==> config.mk <==
export PLATFORM = sky130hd
export DESIGN_NAME = card_host_port
export DESIGN_NICKNAME = d
export VERILOG_FILES = /design/src/card_host_pkg.sv /design/src/word_fifo.sv /design/src/card_host_port.sv
export SDC_FILE = /design/constraint.sdc
export NUM_CORES = 1
export LEC_CHECK = 0
export BUFFER_PORTS_ARGS = -buffer_cell sky130_fd_sc_hd__buf_2
export CORE_MARGIN = 1
export CORE_UTILIZATION = 28
export CTS_BUF_LIST = sky130_fd_sc_hd__clkbuf_4 sky130_fd_sc_hd__clkbuf_8 sky130_fd_sc_hd__clkbuf_16
export DETAILED_ROUTE_END_ITERATION = 10
export HOLD_SLACK_MARGIN = 0.12
export SYNTH_ARGS = -nofsm -noshare
export SYNTH_HDL_FRONTEND = slang
export SYNTH_SLANG_ARGS = --single-unit
==> constraint.sdc <==
create_clock -name clk -period 3.26 [get_ports clk]
set_input_delay 0.326 -clock clk [delete_from_list [all_inputs] [get_ports clk]]
set_output_delay 0.326 -clock clk [all_outputs]
set_load 0.05 [all_outputs]
==> src/card_host_pkg.sv <==
// Shared types and constants for the card select and byte-lane host port
package card_host_pkg;

    // ------------------------------------------------------------------
    // Widths and field positions
    // ------------------------------------------------------------------
    localparam int DATA_W        = 16;
    localparam int ADDR_W        = 11;
    localparam int INDEX_W       = 3;
    localparam int BYTE_ADDR_BIT = 0;
    localparam int FIFO_DEPTH    = 8;

    // ------------------------------------------------------------------
    // Timing
    // ------------------------------------------------------------------
    localparam int CLK_PERIOD_PS = 8000;
    localparam int ACCESS_NS     = 80;
    localparam int RECOVER_NS    = 30;
    localparam int ACCESS_CYC    =
        (ACCESS_NS * 1000 + CLK_PERIOD_PS - 1) / CLK_PERIOD_PS;
    localparam int RECOVER_CYC   =
        (RECOVER_NS * 1000 + CLK_PERIOD_PS - 1) / CLK_PERIOD_PS;
    localparam int CNT_W         = 4;

    // ------------------------------------------------------------------
    // Modes, operations, carriers
    // ------------------------------------------------------------------
    typedef enum logic [1:0] {
        MODE_MEMORY = 2'b00,
        MODE_IO     = 2'b01,
        MODE_ATA    = 2'b10
    } mode_t;

    typedef enum logic [1:0] {
        OP_BYTE_LOW  = 2'b00,
        OP_BYTE_HIGH = 2'b01,
        OP_WORD      = 2'b10,
        OP_DMA_WORD  = 2'b11
    } op_t;

    typedef struct packed {
        mode_t mode;
        logic  master;
    } cfg_t;

    typedef struct packed {
        op_t               op;
        logic              write;
        logic              upper_addr;
        logic [ADDR_W-1:0] addr;
    } req_t;

    typedef struct packed {
        op_t               op;
        logic [DATA_W-1:0] data;
    } rsp_t;

    typedef struct packed {
        logic              low_n;
        logic              high_n;
        logic              tf_n;
        logic              aux_n;
        logic              dack_n;
        logic [ADDR_W-1:0] addr;
        logic [1:0]        oe;
        logic [DATA_W-1:0] dout;
    } pins_t;

    // ------------------------------------------------------------------
    // Reset values
    // ------------------------------------------------------------------
    localparam pins_t PINS_IDLE = '{
        low_n: 1'b1, high_n: 1'b1, tf_n: 1'b1, aux_n: 1'b1,
        dack_n: 1'b1, addr: 11'h000, oe: 2'h0, dout: 16'h0000};
    localparam req_t  REQ_RESET  = '{OP_BYTE_LOW, 1'b0, 1'b0, 11'h000};
    localparam rsp_t  RSP_RESET  = '{OP_BYTE_LOW, 16'h0000};
    localparam logic  ROLE_RESET_OE = 1'b1;

endpackage : card_host_pkg

==> src/word_fifo.sv <==
// Show-ahead FIFO with valid and ready on both sides
module word_fifo #(
    parameter int WIDTH = 16,
    parameter int DEPTH = 8
) (
    // Clock and reset
    input  wire logic             clk,
    input  wire logic             rstn,
    // Filling side
    input  wire logic             in_valid,
    input  wire logic [WIDTH-1:0] in_data,
    output logic                  in_ready,
    // Draining side
    output logic                  out_valid,
    output logic      [WIDTH-1:0] out_data,
    input  wire logic             out_ready
);
    localparam int PW = $clog2(DEPTH);

    logic [WIDTH-1:0] mem [DEPTH];
    logic [PW:0]      wptr;
    logic [PW:0]      rptr;
    logic [PW:0]      next_wptr;
    logic [PW:0]      next_rptr;
    logic             next_in_ready;
    logic             push;
    logic             pop;

    assign push      = in_valid && in_ready;
    assign pop       = out_valid && out_ready;
    assign out_valid = (wptr != rptr);
    assign out_data  = mem[rptr[PW-1:0]];

    always_comb begin
        next_wptr     = push ? wptr + 1'b1 : wptr;
        next_rptr     = pop ? rptr + 1'b1 : rptr;
        // Full when pointers differ only in the wrap bit
        next_in_ready = !((next_wptr[PW] != next_rptr[PW]) &&
                          (next_wptr[PW-1:0] == next_rptr[PW-1:0]));
    end

    always_ff @(posedge clk or negedge rstn) begin
        if (!rstn) begin
            wptr     <= '0;
            rptr     <= '0;
            in_ready <= 1'b1;
        end else begin
            wptr     <= next_wptr;
            rptr     <= next_rptr;
            in_ready <= next_in_ready;
        end
    end

    always_ff @(posedge clk) begin
        if (push) begin
            mem[wptr[PW-1:0]] <= in_data;
        end
    end

endmodule : word_fifo

==> src/card_host_port.sv <==
// Host-side card select, byte-lane and data-bus driver
// What this block does
// - ATA mode drives index lines, upper address zero
// - Selects negated and word wide during DMA acknowledge
// - Memory/IO modes: drive role pin from upper address
// - Data lines are two-way, host drives on writes
// - Even byte on low lanes, odd on low or high lanes
// - ATA register accesses are bytes on low lanes
// - ATA data transfers are full sixteen-bit words
module card_host_port
    import card_host_pkg::*;
(
    // Clock and reset
    input  wire logic                          clk,
    input  wire logic                          rstn,
    // Static configuration
    input  wire card_host_pkg::cfg_t           cfg,
    // Access requests
    input  wire logic                          req_valid,
    input  wire card_host_pkg::req_t           req,
    output logic                               req_ready,
    // Write data stream
    input  wire logic                          wr_valid,
    input  wire logic [card_host_pkg::DATA_W-1:0] wr_data,
    output logic                               wr_ready,
    // Access completions
    output logic                               rsp_valid,
    output card_host_pkg::rsp_t                rsp,
    // Card selects
    output logic                               low_lane_enable_n,
    output logic                               high_lane_enable_n,
    output logic                               task_file_select_n,
    output logic                               aux_register_select_n,
    output logic                               dma_acknowledge_n,
    output logic [card_host_pkg::ADDR_W-1:0]   card_address,
    // Drive role pin
    output logic                               drive_role_select_out,
    output logic                               drive_role_select_oe,
    // Card data lines
    output logic [card_host_pkg::DATA_W-1:0]   card_data_lines_out,
    output logic [1:0]                         card_data_lines_oe,
    input  wire logic [card_host_pkg::DATA_W-1:0] card_data_lines_in
);
    import card_host_pkg::*;

    // ------------------------------------------------------------------
    // Declarations
    // ------------------------------------------------------------------
    typedef enum logic [1:0] {
        ST_IDLE    = 2'b00,
        ST_ACTIVE  = 2'b01,
        ST_RECOVER = 2'b10
    } state_t;

    state_t            state;
    state_t            next_state;
    logic [CNT_W-1:0]  cnt;
    logic [CNT_W-1:0]  next_cnt;
    req_t              cur;
    req_t              next_cur;
    pins_t             pins;
    pins_t             next_pins;
    logic              next_req_ready;
    rsp_t              next_rsp;
    logic              next_rsp_valid;
    logic              next_role_out;
    logic              next_role_oe;
    logic [DATA_W-1:0] din_meta;
    logic [DATA_W-1:0] din_sync;
    logic              wq_valid;
    logic [DATA_W-1:0] wq_data;
    logic              wq_pop;
    logic              accept;

    // ------------------------------------------------------------------
    // Write data buffer
    // ------------------------------------------------------------------
    word_fifo #(
        .WIDTH (DATA_W),
        .DEPTH (FIFO_DEPTH)
    ) u_wr_fifo (
        .clk       (clk),
        .rstn      (rstn),
        .in_valid  (wr_valid),
        .in_data   (wr_data),
        .in_ready  (wr_ready),
        .out_valid (wq_valid),
        .out_data  (wq_data),
        .out_ready (wq_pop)
    );

    // ------------------------------------------------------------------
    // Pin decode
    // ------------------------------------------------------------------
    function automatic pins_t decode(mode_t m, req_t r,
                                     logic [DATA_W-1:0] wd);
        pins_t p;
        p = PINS_IDLE;
        if (r.op == OP_DMA_WORD) begin
            // Both selects stay high, whole word moves
            p.dack_n = 1'b0;
            p.oe     = 2'b11;
            p.dout   = wd;
        end else if (m == MODE_ATA) begin
            p.addr = {8'h00, r.addr[INDEX_W-1:0]};
            unique case (r.op)
                OP_BYTE_HIGH: begin
                    p.aux_n = 1'b0;
                    p.oe    = 2'b01;
                    p.dout  = {8'h00, wd[7:0]};
                end
                OP_WORD: begin
                    p.tf_n = 1'b0;
                    p.oe   = 2'b11;
                    p.dout = wd;
                end
                default: begin
                    p.tf_n = 1'b0;
                    p.oe   = 2'b01;
                    p.dout = {8'h00, wd[7:0]};
                end
            endcase
        end else begin
            p.addr = r.addr;
            unique case (r.op)
                OP_BYTE_HIGH: begin
                    p.high_n = 1'b0;
                    p.oe     = 2'b10;
                    p.dout   = {wd[7:0], 8'h00};
                end
                OP_WORD: begin
                    p.low_n  = 1'b0;
                    p.high_n = 1'b0;
                    p.oe     = 2'b11;
                    p.dout   = wd;
                end
                default: begin
                    // Even or odd byte by address bit zero
                    p.low_n = 1'b0;
                    p.oe    = 2'b01;
                    p.dout  = {8'h00, wd[7:0]};
                end
            endcase
        end
        if (!r.write) begin
            p.oe = 2'b00;
        end
        return p;
    endfunction : decode

    // Read byte lands in the low byte of the answer
    function automatic logic [DATA_W-1:0] gather(mode_t m, op_t op,
                                               logic [DATA_W-1:0] d);
        logic [DATA_W-1:0] v;
        v = d;
        if (op == OP_BYTE_HIGH && m != MODE_ATA) begin
            v = {8'h00, d[15:8]};
        end else if (op != OP_WORD && op != OP_DMA_WORD) begin
            v = {8'h00, d[7:0]};
        end
        return v;
    endfunction : gather

    // ------------------------------------------------------------------
    // Data line synchroniser
    // ------------------------------------------------------------------
    always_ff @(posedge clk or negedge rstn) begin
        if (!rstn) begin
            din_meta <= '0;
            din_sync <= '0;
        end else begin
            din_meta <= card_data_lines_in;
            din_sync <= din_meta;
        end
    end

    // ------------------------------------------------------------------
    // Access sequencer
    // ------------------------------------------------------------------
    // A write waits for its data word so the pins never show stale data
    assign accept = req_valid && req_ready && (!req.write || wq_valid);
    assign wq_pop = (state == ST_ACTIVE) && (cnt == '0) && cur.write;

    always_comb begin
        next_state     = state;
        next_cnt       = cnt;
        next_cur       = cur;
        next_pins      = pins;
        next_rsp       = rsp;
        next_rsp_valid = 1'b0;
        unique case (state)
            ST_IDLE: begin
                if (accept) begin
                    next_cur   = req;
                    next_pins  = decode(cfg.mode, req, wq_data);
                    next_cnt   = CNT_W'(ACCESS_CYC - 1);
                    next_state = ST_ACTIVE;
                end
            end
            ST_ACTIVE: begin
                if (cnt == '0) begin
                    // Access long enough to cover the input sync lag
                    next_rsp.op    = cur.op;
                    next_rsp.data  = cur.write ? pins.dout
                                   : gather(cfg.mode, cur.op, din_sync);
                    next_rsp_valid = 1'b1;
                    next_pins      = PINS_IDLE;
                    next_cnt       = CNT_W'(RECOVER_CYC - 1);
                    next_state     = ST_RECOVER;
                end else begin
                    next_cnt = cnt - 1'b1;
                end
            end
            ST_RECOVER: begin
                if (cnt == '0) begin
                    next_state = ST_IDLE;
                end else begin
                    next_cnt = cnt - 1'b1;
                end
            end
            default: begin
                next_state = ST_IDLE;
                next_pins  = PINS_IDLE;
            end
        endcase
        next_req_ready = (next_state == ST_IDLE);
    end

    // ------------------------------------------------------------------
    // Drive role pin
    // ------------------------------------------------------------------
    always_comb begin
        if (cfg.mode == MODE_ATA) begin
            // Ground for master, release to card pull-up for slave
            next_role_out = 1'b0;
            next_role_oe  = cfg.master;
        end else begin
            next_role_out = cur.upper_addr;
            next_role_oe  = 1'b1;
        end
    end

    always_ff @(posedge clk or negedge rstn) begin
        if (!rstn) begin
            state                 <= ST_IDLE;
            cnt                   <= '0;
            cur                   <= REQ_RESET;
            pins                  <= PINS_IDLE;
            req_ready             <= 1'b0;
            rsp                   <= RSP_RESET;
            rsp_valid             <= 1'b0;
            drive_role_select_out <= 1'b0;
            drive_role_select_oe  <= ROLE_RESET_OE;
        end else begin
            state                 <= next_state;
            cnt                   <= next_cnt;
            cur                   <= next_cur;
            pins                  <= next_pins;
            req_ready             <= next_req_ready;
            rsp                   <= next_rsp;
            rsp_valid             <= next_rsp_valid;
            drive_role_select_out <= next_role_out;
            drive_role_select_oe  <= next_role_oe;
        end
    end

    assign low_lane_enable_n     = pins.low_n;
    assign high_lane_enable_n    = pins.high_n;
    assign task_file_select_n    = pins.tf_n;
    assign aux_register_select_n = pins.aux_n;
    assign dma_acknowledge_n     = pins.dack_n;
    assign card_address          = pins.addr;
    assign card_data_lines_out   = pins.dout;
    assign card_data_lines_oe    = pins.oe;

    // ------------------------------------------------------------------
    // Assertions
    // ------------------------------------------------------------------
    property p_dma_selects;
        @(posedge clk) disable iff (!rstn)
        !dma_acknowledge_n |-> task_file_select_n && aux_register_select_n
            && (card_data_lines_oe == 2'b11 || !cur.write);
    endproperty
    a_dma_selects: assert property (p_dma_selects)
        else $error("register select asserted during DMA acknowledge");

    property p_ata_index;
        @(posedge clk) disable iff (!rstn)
        (!task_file_select_n || !aux_register_select_n)
            |-> card_address[ADDR_W-1:INDEX_W] == '0;
    endproperty
    a_ata_index: assert property (p_ata_index)
        else $error("upper address not grounded in ATA access");

    property p_tf_byte;
        @(posedge clk) disable iff (!rstn)
        (!task_file_select_n && cur.write && cur.op == OP_BYTE_LOW)
            |-> card_data_lines_oe == 2'b01;
    endproperty
    a_tf_byte: assert property (p_tf_byte)
        else $error("task-file byte not on low lanes only");

    property p_aux_select;
        @(posedge clk) disable iff (!rstn)
        !aux_register_select_n |-> task_file_select_n
            && low_lane_enable_n && high_lane_enable_n
            && cur.op == OP_BYTE_HIGH;
    endproperty
    a_aux_select: assert property (p_aux_select)
        else $error("aux select with wrong operation");

    property p_ata_word;
        @(posedge clk) disable iff (!rstn)
        (!task_file_select_n && cur.op == OP_WORD && cur.write)
            |-> card_data_lines_oe == 2'b11;
    endproperty
    a_ata_word: assert property (p_ata_word)
        else $error("ATA data transfer not a full word");

    property p_high_odd;
        @(posedge clk) disable iff (!rstn)
        (!high_lane_enable_n && low_lane_enable_n && cur.write)
            |-> card_data_lines_oe == 2'b10
            && card_data_lines_out[7:0] == 8'h00;
    endproperty
    a_high_odd: assert property (p_high_odd)
        else $error("high-lane byte not on high lanes");

    property p_low_byte;
        @(posedge clk) disable iff (!rstn)
        (!low_lane_enable_n && high_lane_enable_n && cur.write)
            |-> card_data_lines_oe == 2'b01
            && card_address[BYTE_ADDR_BIT] == cur.addr[BYTE_ADDR_BIT];
    endproperty
    a_low_byte: assert property (p_low_byte)
        else $error("low-lane byte misplaced");

    property p_read_release;
        @(posedge clk) disable iff (!rstn)
        (state == ST_ACTIVE && !cur.write) |-> card_data_lines_oe == 2'b00;
    endproperty
    a_read_release: assert property (p_read_release)
        else $error("host drives data lines during a read");

    property p_role_pin;
        @(posedge clk) disable iff (!rstn)
        ($past(cfg.mode) != MODE_ATA) |-> drive_role_select_oe;
    endproperty
    a_role_pin: assert property (p_role_pin)
        else $error("role pin floating outside ATA mode");

    property p_role_master;
        @(posedge clk) disable iff (!rstn)
        ($past(cfg.mode) == MODE_ATA) |->
            drive_role_select_oe == $past(cfg.master)
            && !drive_role_select_out;
    endproperty
    a_role_master: assert property (p_role_master)
        else $error("role pin does not follow master setting");

    property p_access_len;
        @(posedge clk) disable iff (!rstn)
        $rose(state == ST_ACTIVE) |-> (state == ST_ACTIVE) [*8]
            ##1 (state == ST_ACTIVE) [*2] ##1 rsp_valid;
    endproperty
    a_access_len: assert property (p_access_len)
        else $error("access length wrong");

endmodule : card_host_port

# Yosys cells after proc, flatten, opt, wreduce, memory -nomap -nowiden
# Memory sizes are Yosys's and may differ from the RTL's.
# Cells that the tools add are included.
dict set report word_totals {
  reg_bits 107
  latch_bits 0
  mem_bits_rw 128
  romBits 0
  input_bits 54
  out_inout_bits 57
  elab_cells 101
  n_memories 1
}
dict set report classes {
  n_addsub 3
  n_mul 0
  div 0
  order_cmp 0
  n_eq_ne 16
  shifts 0
  muxes 35
  bitwise_logic 1
  n_reduce_logical 21
}
# name words word_bits rd rd_clocked_by_memory_dff wr line
set mem_list {}
lappend mem_list {u_wr_fifo.mem 8 16 1 0 1 word_fifo.sv:20} ;# logic [WIDTH-1:0] mem [DEPTH];
# cell count
set op_table {}
lappend op_table {{34-bit case mux with 3 select lines} 1}
lappend op_table {{34-bit 2-to-1 mux} 2}
lappend op_table {{16-bit 2-to-1 mux} 3}
lappend op_table {{18-bit 2-to-1 mux} 2}
lappend op_table {{18-bit case mux with 2 select lines} 1}
lappend op_table {{29-bit 2-to-1 mux} 1}
lappend op_table {{4-bit 2-to-1 mux} 6}
lappend op_table {{2-bit 2-to-1 mux} 6}
lappend op_table {{4-bit case mux with 3 select lines} 1}
lappend op_table {{11-bit 2-to-1 mux} 1}
lappend op_table {{1-bit 2-to-1 mux} 10}
lappend op_table {{2-bit != test (second input constant)} 5}
lappend op_table {{1-bit logical AND} 9}
lappend op_table {{4-bit by 1-bit adder with 4-bit output (second input constant)} 2}
lappend op_table {{2-bit equality test (second input constant)} 4}
lappend op_table {{2-bit by 1-bit equality test with 1-bit output (second input constant)} 3}
lappend op_table {{2-bit case mux with 3 select lines} 1}
lappend op_table {{3-bit AND reduction} 2}
lappend op_table {{2-bit logical NOT} 2}
lappend op_table {{4-bit logical NOT} 1}
lappend op_table {{4-bit != test} 1}
lappend op_table {{2-bit AND reduction} 2}
lappend op_table {{4-bit by 1-bit subtractor with 4-bit output (second input constant)} 1}
lappend op_table {{3-bit equality test} 1}
lappend op_table {{other kinds (7)} 8}

# Longest topological paths before layout
# Gate-level depths: netlist of the first run.
dict set report depth {
  depth_word 8
  mapped_depth 8
  mapped_depth_nobuf 7
}

# Hierarchy
# A second synthesis of the first run with hierarchy kept.
dict set report hier_totals {
  cells_unflattened 592
  area_unflattened_um2 9402.8
}
# module instances cells_per_inst area_per_inst_um2 seq_area_each_um2
set modules_own_cells {}
lappend modules_own_cells {word_fifo 1 237 5386.4 4070.2}
lappend modules_own_cells {card_host_port 1 355 4016.4 2459.9}

# Least setup slack after synthesis of the first run
# No wires, ideal clock.
dict set report synth_timing {
  path_type {reg2reg}
  startpoint {register u_wr_fifo.in_ready}
  endpoint {memory u_wr_fifo.mem[0][0], enable pin}
  setup_ns 0.409
  t_arrival_ns 2.314
  required_time_ns 2.851
  path_slack_ns 0.536
  path_stages_with_launch 4
  path_buffers 0
  period_less_slack_ns 2.724
  path_cell_list {dfstp_2 -> nand2_1 -> or2_2 -> nor3_1}
}
dict set report synth_between {
  elab_chain_len 3
}
# item line
set synth_rtl {}
lappend synth_rtl {{from (decl)} word_fifo.sv:12} ;# output logic in_ready,
lappend synth_rtl {{from (signal assigned)} word_fifo.sv:50} ;# in_ready <= next_in_ready;
lappend synth_rtl {{1-bit logical AND} word_fifo.sv:29} ;# assign push = in_valid && in_ready;
lappend synth_rtl {{1-bit 2-to-1 mux} word_fifo.sv:55} ;# if (push) begin
lappend synth_rtl {{1-bit 2-to-1 mux (not written as such)} word_fifo.sv:56} ;# mem[wptr[PW-1:0]] <= in_data;
lappend synth_rtl {{to (decl)} word_fifo.sv:20}
# No other way between the ends.

# Worst setup path in the final report of the first run
dict set report layout_timing {
  startpoint {register cnt[0]}
  endpoint {register pins (netlist bit card_address[1])}
}
dict set report layout_between {
  elab_chain_len 3
}
# item line
set layout_rtl {}
lappend layout_rtl {{from (decl)} card_host_port.sv:57} ;# logic [CNT_W-1:0] cnt;
lappend layout_rtl {{from (signal assigned)} card_host_port.sv:256} ;# cnt <= next_cnt;
lappend layout_rtl {{4-bit logical NOT} card_host_port.sv:201} ;# if (cnt == '0) begin
lappend layout_rtl {{2-bit by 1-bit != test with 1-bit output (no line)} -}
lappend layout_rtl {{3-bit AND reduction (no line)} -}
lappend layout_rtl {{to (signal assigned)} card_host_port.sv:258} ;# pins <= next_pins;
lappend layout_rtl {{to (decl)} card_host_port.sv:61} ;# pins_t pins;
# No other way between the ends.
# A chain may end at the register's enable or synchronous reset.

==> impl_metrics.yaml, run 1 <==
status:
  status: "finished, final reports clean"
clock_network:
  cts-root-buf: "clkbuf_16"
  cts_tree: "built"
  clk_latency_ns: 0.53
  clk_pin_slew_ns: 0.06
  cts.repair.resized: 0
  cts_buffer_depth: 3
  htree_levels: 1
  cts.sink_count: 235
  post_cts_buffers: 0
  cts_buffers: 27
synth:
  yosys_warnings: 0
  yosysSeqAreaShare: 0.691
  synthArstFlopShare: 0.455
  ys_seq_elements: 235
  post_synth_num_cell_types: 50
  synthesis.nets: 637
  syn_area_per_cell_um2: 16.5
  synth_ff_type: "edfxtp_1"
  synth-edff-count: 128
  syn_area_um2: 9450
  synth_cells: 572
routing:
  drt-wirelength-per-cell_um: 17.8
  wirelength_um: 21800
  drtIter0Drc: 390
  via_count: 5503
  drc: 0
  via_per_inst: 4.50
  ant_nets: 0
  drtPass1Iterations: 5
critical_path:
  startpoint: "cnt[0]$_DFFE_PN0P_"
  startpoint_type: "register"
  cp.arrival_ns: 3.02
  path_class: "register to register"
  required_ns: 3.70
  r2r_start: "cnt[0]$_DFFE_PN0P_"
  cp-end-kind: "register"
  worst-path-max-fanout: 18
sta:
  grt_setup_unrepaired: "no"
  fin_tns_setup_ns: 0
  skew_ns: 0.0147
  slew_headroom: 0.285
  worst_slew_pin_slew_ns: 1.07
  min_period_ns: 2.58
  finalSetupViolCount: 0
  finalHoldViolCount: 0
  fmax_ghz: 0.388
  fin_crit_sh: 0.790
  report.final.slew_viol_count: 0
global_routing:
  track_usage: 0.126
  grt_overflow_total: 0
  grt_pass1_wl_um: 33400
  antenna_found_initial: 5
  grt_max_degree: 87
  grt_pass1_vias: 5798
cells_and_area:
  register_area_um2: 6530
  layout-drive-gt1-share: 0.327
  n_fill_cell: 3128
  syn2layout_area_growth_pct: 26.6
  fin_nets: 824
  multiInputGateArea_um2: 2710
power:
  p_clk_frac: 0.254
  ir_drop_v: 0.000655
  power.switching_mw: 4.23
  p_seq_frac: 0.368
  power_switching_share: 0.373
  pwr-share-comb: 0.377
  internal-power_mw: 7.09
  p_leak_nw: 4.79
  p_total_mw: 11.3
  powerDensity_nw_per_um2: 946
floorplanning:
  die_w_um: 186
  start_util: 0.288
  num_io_pins: 111
  fp.dieH_um: 186
  die_area_um2: 34500
  core_um2: 32900
  rows: 66
placement:
  gp_congestion: 0.780
  dp_hpwl_um: 14100
  io_buffer_count: 110
min_path:
  worst_hold_startpoint: "req[12]"
  hp-class: "input pin to register"
run:
  maxCapViolations: 0
[path summary, 6_finish.rpt]
| check | end | slack (ns) | depth (start not counted) |
|---|---|---|---|
| worst max-delay path | card_address[1]$_DFFE_PN0P_ | 0.68 | 7 |
| worst min register to register | din_sync[11]$_DFF_PN0_ | 0.35 | 0 |
| worst max register to register | card_address[1]$_DFFE_PN0P_ | 0.68 | 7 |
| min in group asynchronous | rsp[3]$_DFFE_PN0N_ | 0.53 | 2 |
| worst min-delay path | cur[12]$_DFFE_PN0P_ | 0.14 | 2 |
| max in group asynchronous | drive_role_select_oe$_DFF_PN1_ | 1.87 | 3 |
[power by group through the flow]
stage	logic [mW]	clock network (mW)	registers [mW]
after floorplan	2.26	0	5.07
after global placement	4.21	0	4.20
after detailed placement	4.24	0	4.22
after CTS	4.31	2.94	4.17
after global routing	4.59	3.06	4.23
final	4.27	2.88	4.17
[cells in the mapped netlist, drive strengths merged, types with 9 or more instances]
cell type | count | area, µm²
nor2 | 19 | 71.3
edfxtp | 128 | 3840
mux4 | 32 | 721
mux2i | 36 | 360
nand2 | 39 | 146
o21ai | 28 | 140
a22oi | 9 | 67.6
nor3 | 12 | 60.1
buf | 14 | 101
mux2 | 30 | 368
dfrtp | 100 | 2500
inv | 23 | 86.3
ha | 11 | 138
[worst max-delay path: stages (launching register included)]
cell	delay (ns)
dfrtp_1	0.38
inv_1	0.11
ha_1	0.16
or3b_2	0.47
a21o_1	0.27
a21oi_4	0.59
buf_4	0.31
mux2i_1	0.21
[state kept, by name, indices dropped and copies added (netlist names), 4 cells and up]
signal               cells
u_wr_fifo.mem          128
rsp                     18
card_data_lines_out     16
din_meta                16
din_sync                16
card_address            11
cnt                      4
cur                      4
u_wr_fifo.rptr           4
u_wr_fifo.wptr           4
[cell usage in the layout (no fill, tap or decap), types with 3 or more instances in the layout]
cell	count
clkbuf_16	27
xnor2_1	5
dfstp_2	7
nor3b_1	3
o22ai_1	7
buf_2	109
mux4_2	32
o21ai_0	26
mux2_4	8
buf_4	21
nor3_1	10
dfrtp_1	99
clkinv_1	4
nand2b_1	4
clkbuf_4	11
a22oi_1	9
a221o_1	8
a21oi_1	3
mux2i_1	36
nor2_1	19
inv_1	22
a31oi_1	3
ha_1	11
mux2_2	22
nand2_1	39
nand3_1	8
or3_1	3
a21o_1	3
edfxtp_1	128
xor2_1	8
diode_2	3
dlygate4sd3_1	49
[timing repair]
item,4_1_cts,5_1_grt
endpoints found under the setup margin,0,0
hold buffers,49,0
hold endpoints to repair,238,0
[area by class of cell]
type / count / share of cell area
antenna: 3 / 0.000627
multi-input combinational: 292 / 0.227
tap: 442 / 0.0462
inverter: 23 / 0.00721
timing repair buffer: 180 / 0.101
clock buffer: 40 / 0.0657
clock inverter: 9 / 0.00638
sequential: 235 / 0.546
[stage by stage]
| stage | utilization | hold slack (ns) | area [µm²] | instances | worst slack (ns) |
|---|---|---|---|---|---|
| 6_report | 0.364 | 0.141 | 12000 | 1224 | 0.683 |
| 5_1_grt | 0.364 | 0.137 | 12000 | 1223 | 0.563 |
| 4_1_cts | 0.364 | 0.130 | 12000 | 1221 | 0.680 |
| 3_5_place_dp | 0.323 | 0.336 | 10600 | 1123 | 0.690 |
| 3_3_place_gp | 0.323 | 0.335 | 10600 | 1123 | 0.752 |
| 2_1_floorplan | - | 0.0304 | 9450 | 572 | 0.536 |
[metal layers]
| layer | up-vias | global-route usage | share of wire |
|---|---|---|---|
| met3 | 29 | 0.0313 | 0.061 |
| met5 | - | 0 | 0.0011 |
| met2 | 161 | 0.203 | 0.45 |
| li1 | 2539 | - | - |
| met4 | 4 | 0.0272 | 0.017 |
| met1 | 2770 | 0.170 | 0.47 |
[cell families after synthesis]
group,after synthesis,share of synthesized area
adders and majority gates,11,0.0146
AOI/OAI and AO/OA,69,0.0498
DFF,235,0.691
muxes,98,0.153
and+or+nand+nor,99,0.0516
xor gates and xnor gates,15,0.0168
buffers and inverters,45,0.0230
No activity file was read; power rests on OpenSTA's default activity.
==> inputs of run 2 (changes only) <==
==> constraint.sdc (replaced) <==
create_clock -name clk -period 2.7 [get_ports clk]
set_input_delay 0.27 -clock clk [delete_from_list [all_inputs] [get_ports clk]]
set_output_delay 0.27 -clock clk [all_outputs]
set_load 0.05 [all_outputs]
==> impl_metrics.yaml, run 2 (synthesis gave the netlist of run 1 again) <==
status:
  status: "finished, final reports clean"
clock_network:
  post_cts_buffers: 0
  cts_buffer_depth: 3
  cts.sink_count: 235
  htree_levels: 1
  cts_buffers: 25
  cts_tree: "built"
  clk_latency_ns: 0.52
  cts.repair.resized: 0
  cts-root-buf: "clkbuf_16"
  clk_pin_slew_ns: 0.06
  postCtsHoldBufs: 50
routing:
  via_per_inst: 4.48
  ant_nets: 0
  via_count: 5476
  drt-wirelength-per-cell_um: 17.0
  drc: 0
  wirelength_um: 20800
  drtPass1Iterations: 4
  drtIter0Drc: 369
sta:
  fin_crit_sh: 0.836
  slew_headroom: 0.505
  report.final.slew_viol_count: 0
  hold_slack_ns: 0.157
  fin_tns_setup_ns: 0
  fmax_ghz: 0.443
  skew_ns: 0.00750
  finalSetupViolCount: 0
  min_period_ns: 2.26
  worst_slew_pin_slew_ns: 0.737
  finalHoldViolCount: 0
  grt_setup_unrepaired: "no"
placement:
  io_buffer_count: 110
  gp_congestion: 0.790
  dp_hpwl_um: 13800
power:
  powerDensity_nw_per_um2: 1130
  p_leak_nw: 4.80
  power_switching_share: 0.372
  p_clk_frac: 0.242
  p_seq_frac: 0.371
  pwr-share-comb: 0.387
  power.switching_mw: 5.03
  ir_drop_v: 0.000608
  internal-power_mw: 8.49
floorplanning:
  fp.dieH_um: 186
  die_area_um2: 34500
  num_io_pins: 111
  core_um2: 32900
  rows: 66
  start_util: 0.288
  die_w_um: 186
critical_path:
  path_class: "register to register"
  crit_chain: "inv_1 > ha_1 > or3b_2 > a21o_1 > a21oi_4 > buf_12 > mux2_2"
  startpoint_type: "register"
  worst-path-max-fanout: 27
  cp-end-kind: "register"
  required_ns: 3.11
  r2r_cells: 7
  cp.arrival_ns: 2.66
  max_stage_delay_ns: 0.47
  cp_slowest_cell: "or3b_2"
cells_and_area:
  fin_nets: 825
  n_fill_cell: 3120
  largest_register_ffs: 128
  layout_common_cells: "edfxtp_1 (128), buf_2 (109), dfrtp_1 (99)"
  register_area_um2: 6530
  mostFrequentLayoutCell: "edfxtp_1"
  multiInputGateArea_um2: 2710
  syn2layout_area_growth_pct: 26.7
  layout-drive-gt1-share: 0.331
run:
  maxCapViolations: 0
global_routing:
  grt_max_degree: 50
  track_usage: 0.122
  grt_pass1_vias: 5582
  antenna_found_initial: 3
  grt_overflow_total: 0
  grt_pass1_wl_um: 32100
min_path:
  holdPathStages: 4
  hp-class: "input pin to register"
## run 2: changes by cell type in the layout (fill, tap and decap cells not counted), moves of 2 or more
cell,before,now
clkinv_1,4,0
buf_4,21,19
buf_12,1,5
clkbuf_4,11,14
clkbuf_16,27,25
## run 2: area by class of cell
type | instances | area share
flip-flops and latches | 235 | 0.545
multi-input cells | 292 | 0.227
repair buffers | 183 | 0.108
clock buffers | 42 | 0.0645
well taps | 442 | 0.0462
inverters | 23 | 0.00721
clock inverters | 4 | 0.00230
diodes | 2 | 0.000418
## run 2: power groups by stage
stage                     combinational, mW  clock (mW)  sequential, mW
after floorplan                        2.73           0            6.12
after global placement                 5.18           0            5.07
after detailed placement               5.24           0            5.09
after CTS                              5.30        3.36            5.03
after global routing                   5.65        3.51            5.11
final                                  5.23        3.27            5.02
## run 2: per-layer routing
metal,track usage,vias up,routed length [µm]
li1,-,2537,-
met1,0.168,2739,9550
met2,0.192,168,9460
met3,0.0323,30,1460
met4,0.0259,2,348
met5,0,-,13
## run 2: worst max-delay path, delay by kind of cell, from the launching register on
family	cells	cell delay [ns]
and+or+nand+nor	1	0.47
DFF	1	0.39
muxes	1	0.36
AOI/OAI and AO/OA	2	0.43
adders and majority gates	1	0.16
buffers and inverters	2	0.33
## run 2: final timing paths
check | to | slack [ns] | startpoint
max | card_data_lines_out[2]$_DFFE_PN0P_ | 0.44 | cnt[0]$_DFFE_PN0P_
min | drive_role_select_oe$_DFF_PN1_ | 0.16 | cfg[1]
max reg2reg | card_data_lines_out[2]$_DFFE_PN0P_ | 0.44 | cnt[0]$_DFFE_PN0P_
min reg2reg | din_sync[12]$_DFF_PN0_ | 0.35 | din_meta[12]$_DFF_PN0_
max in group asynchronous | din_meta[5]$_DFF_PN0_ | 1.76 | rstn
min in group asynchronous | rsp[11]$_DFFE_PN0N_ | 0.23 | rstn
## run 2: through the flow
| stage | util | area [µm²] | cells | power, mW | setup slack (ns) |
|---|---|---|---|---|---|
| after CTS | 0.364 | 12000 | 1221 | 13.7 | 0.451 |
| after global routing | 0.364 | 12000 | 1223 | 14.3 | 0.250 |
| final | 0.364 | 12000 | 1223 | 13.5 | 0.442 |
| after global placement | 0.325 | 10700 | 1125 | 10.2 | 0.488 |
| after floorplan | - | 9460 | 572 | 8.85 | 0.259 |
| after detailed placement | 0.325 | 10700 | 1125 | 10.3 | 0.461 |
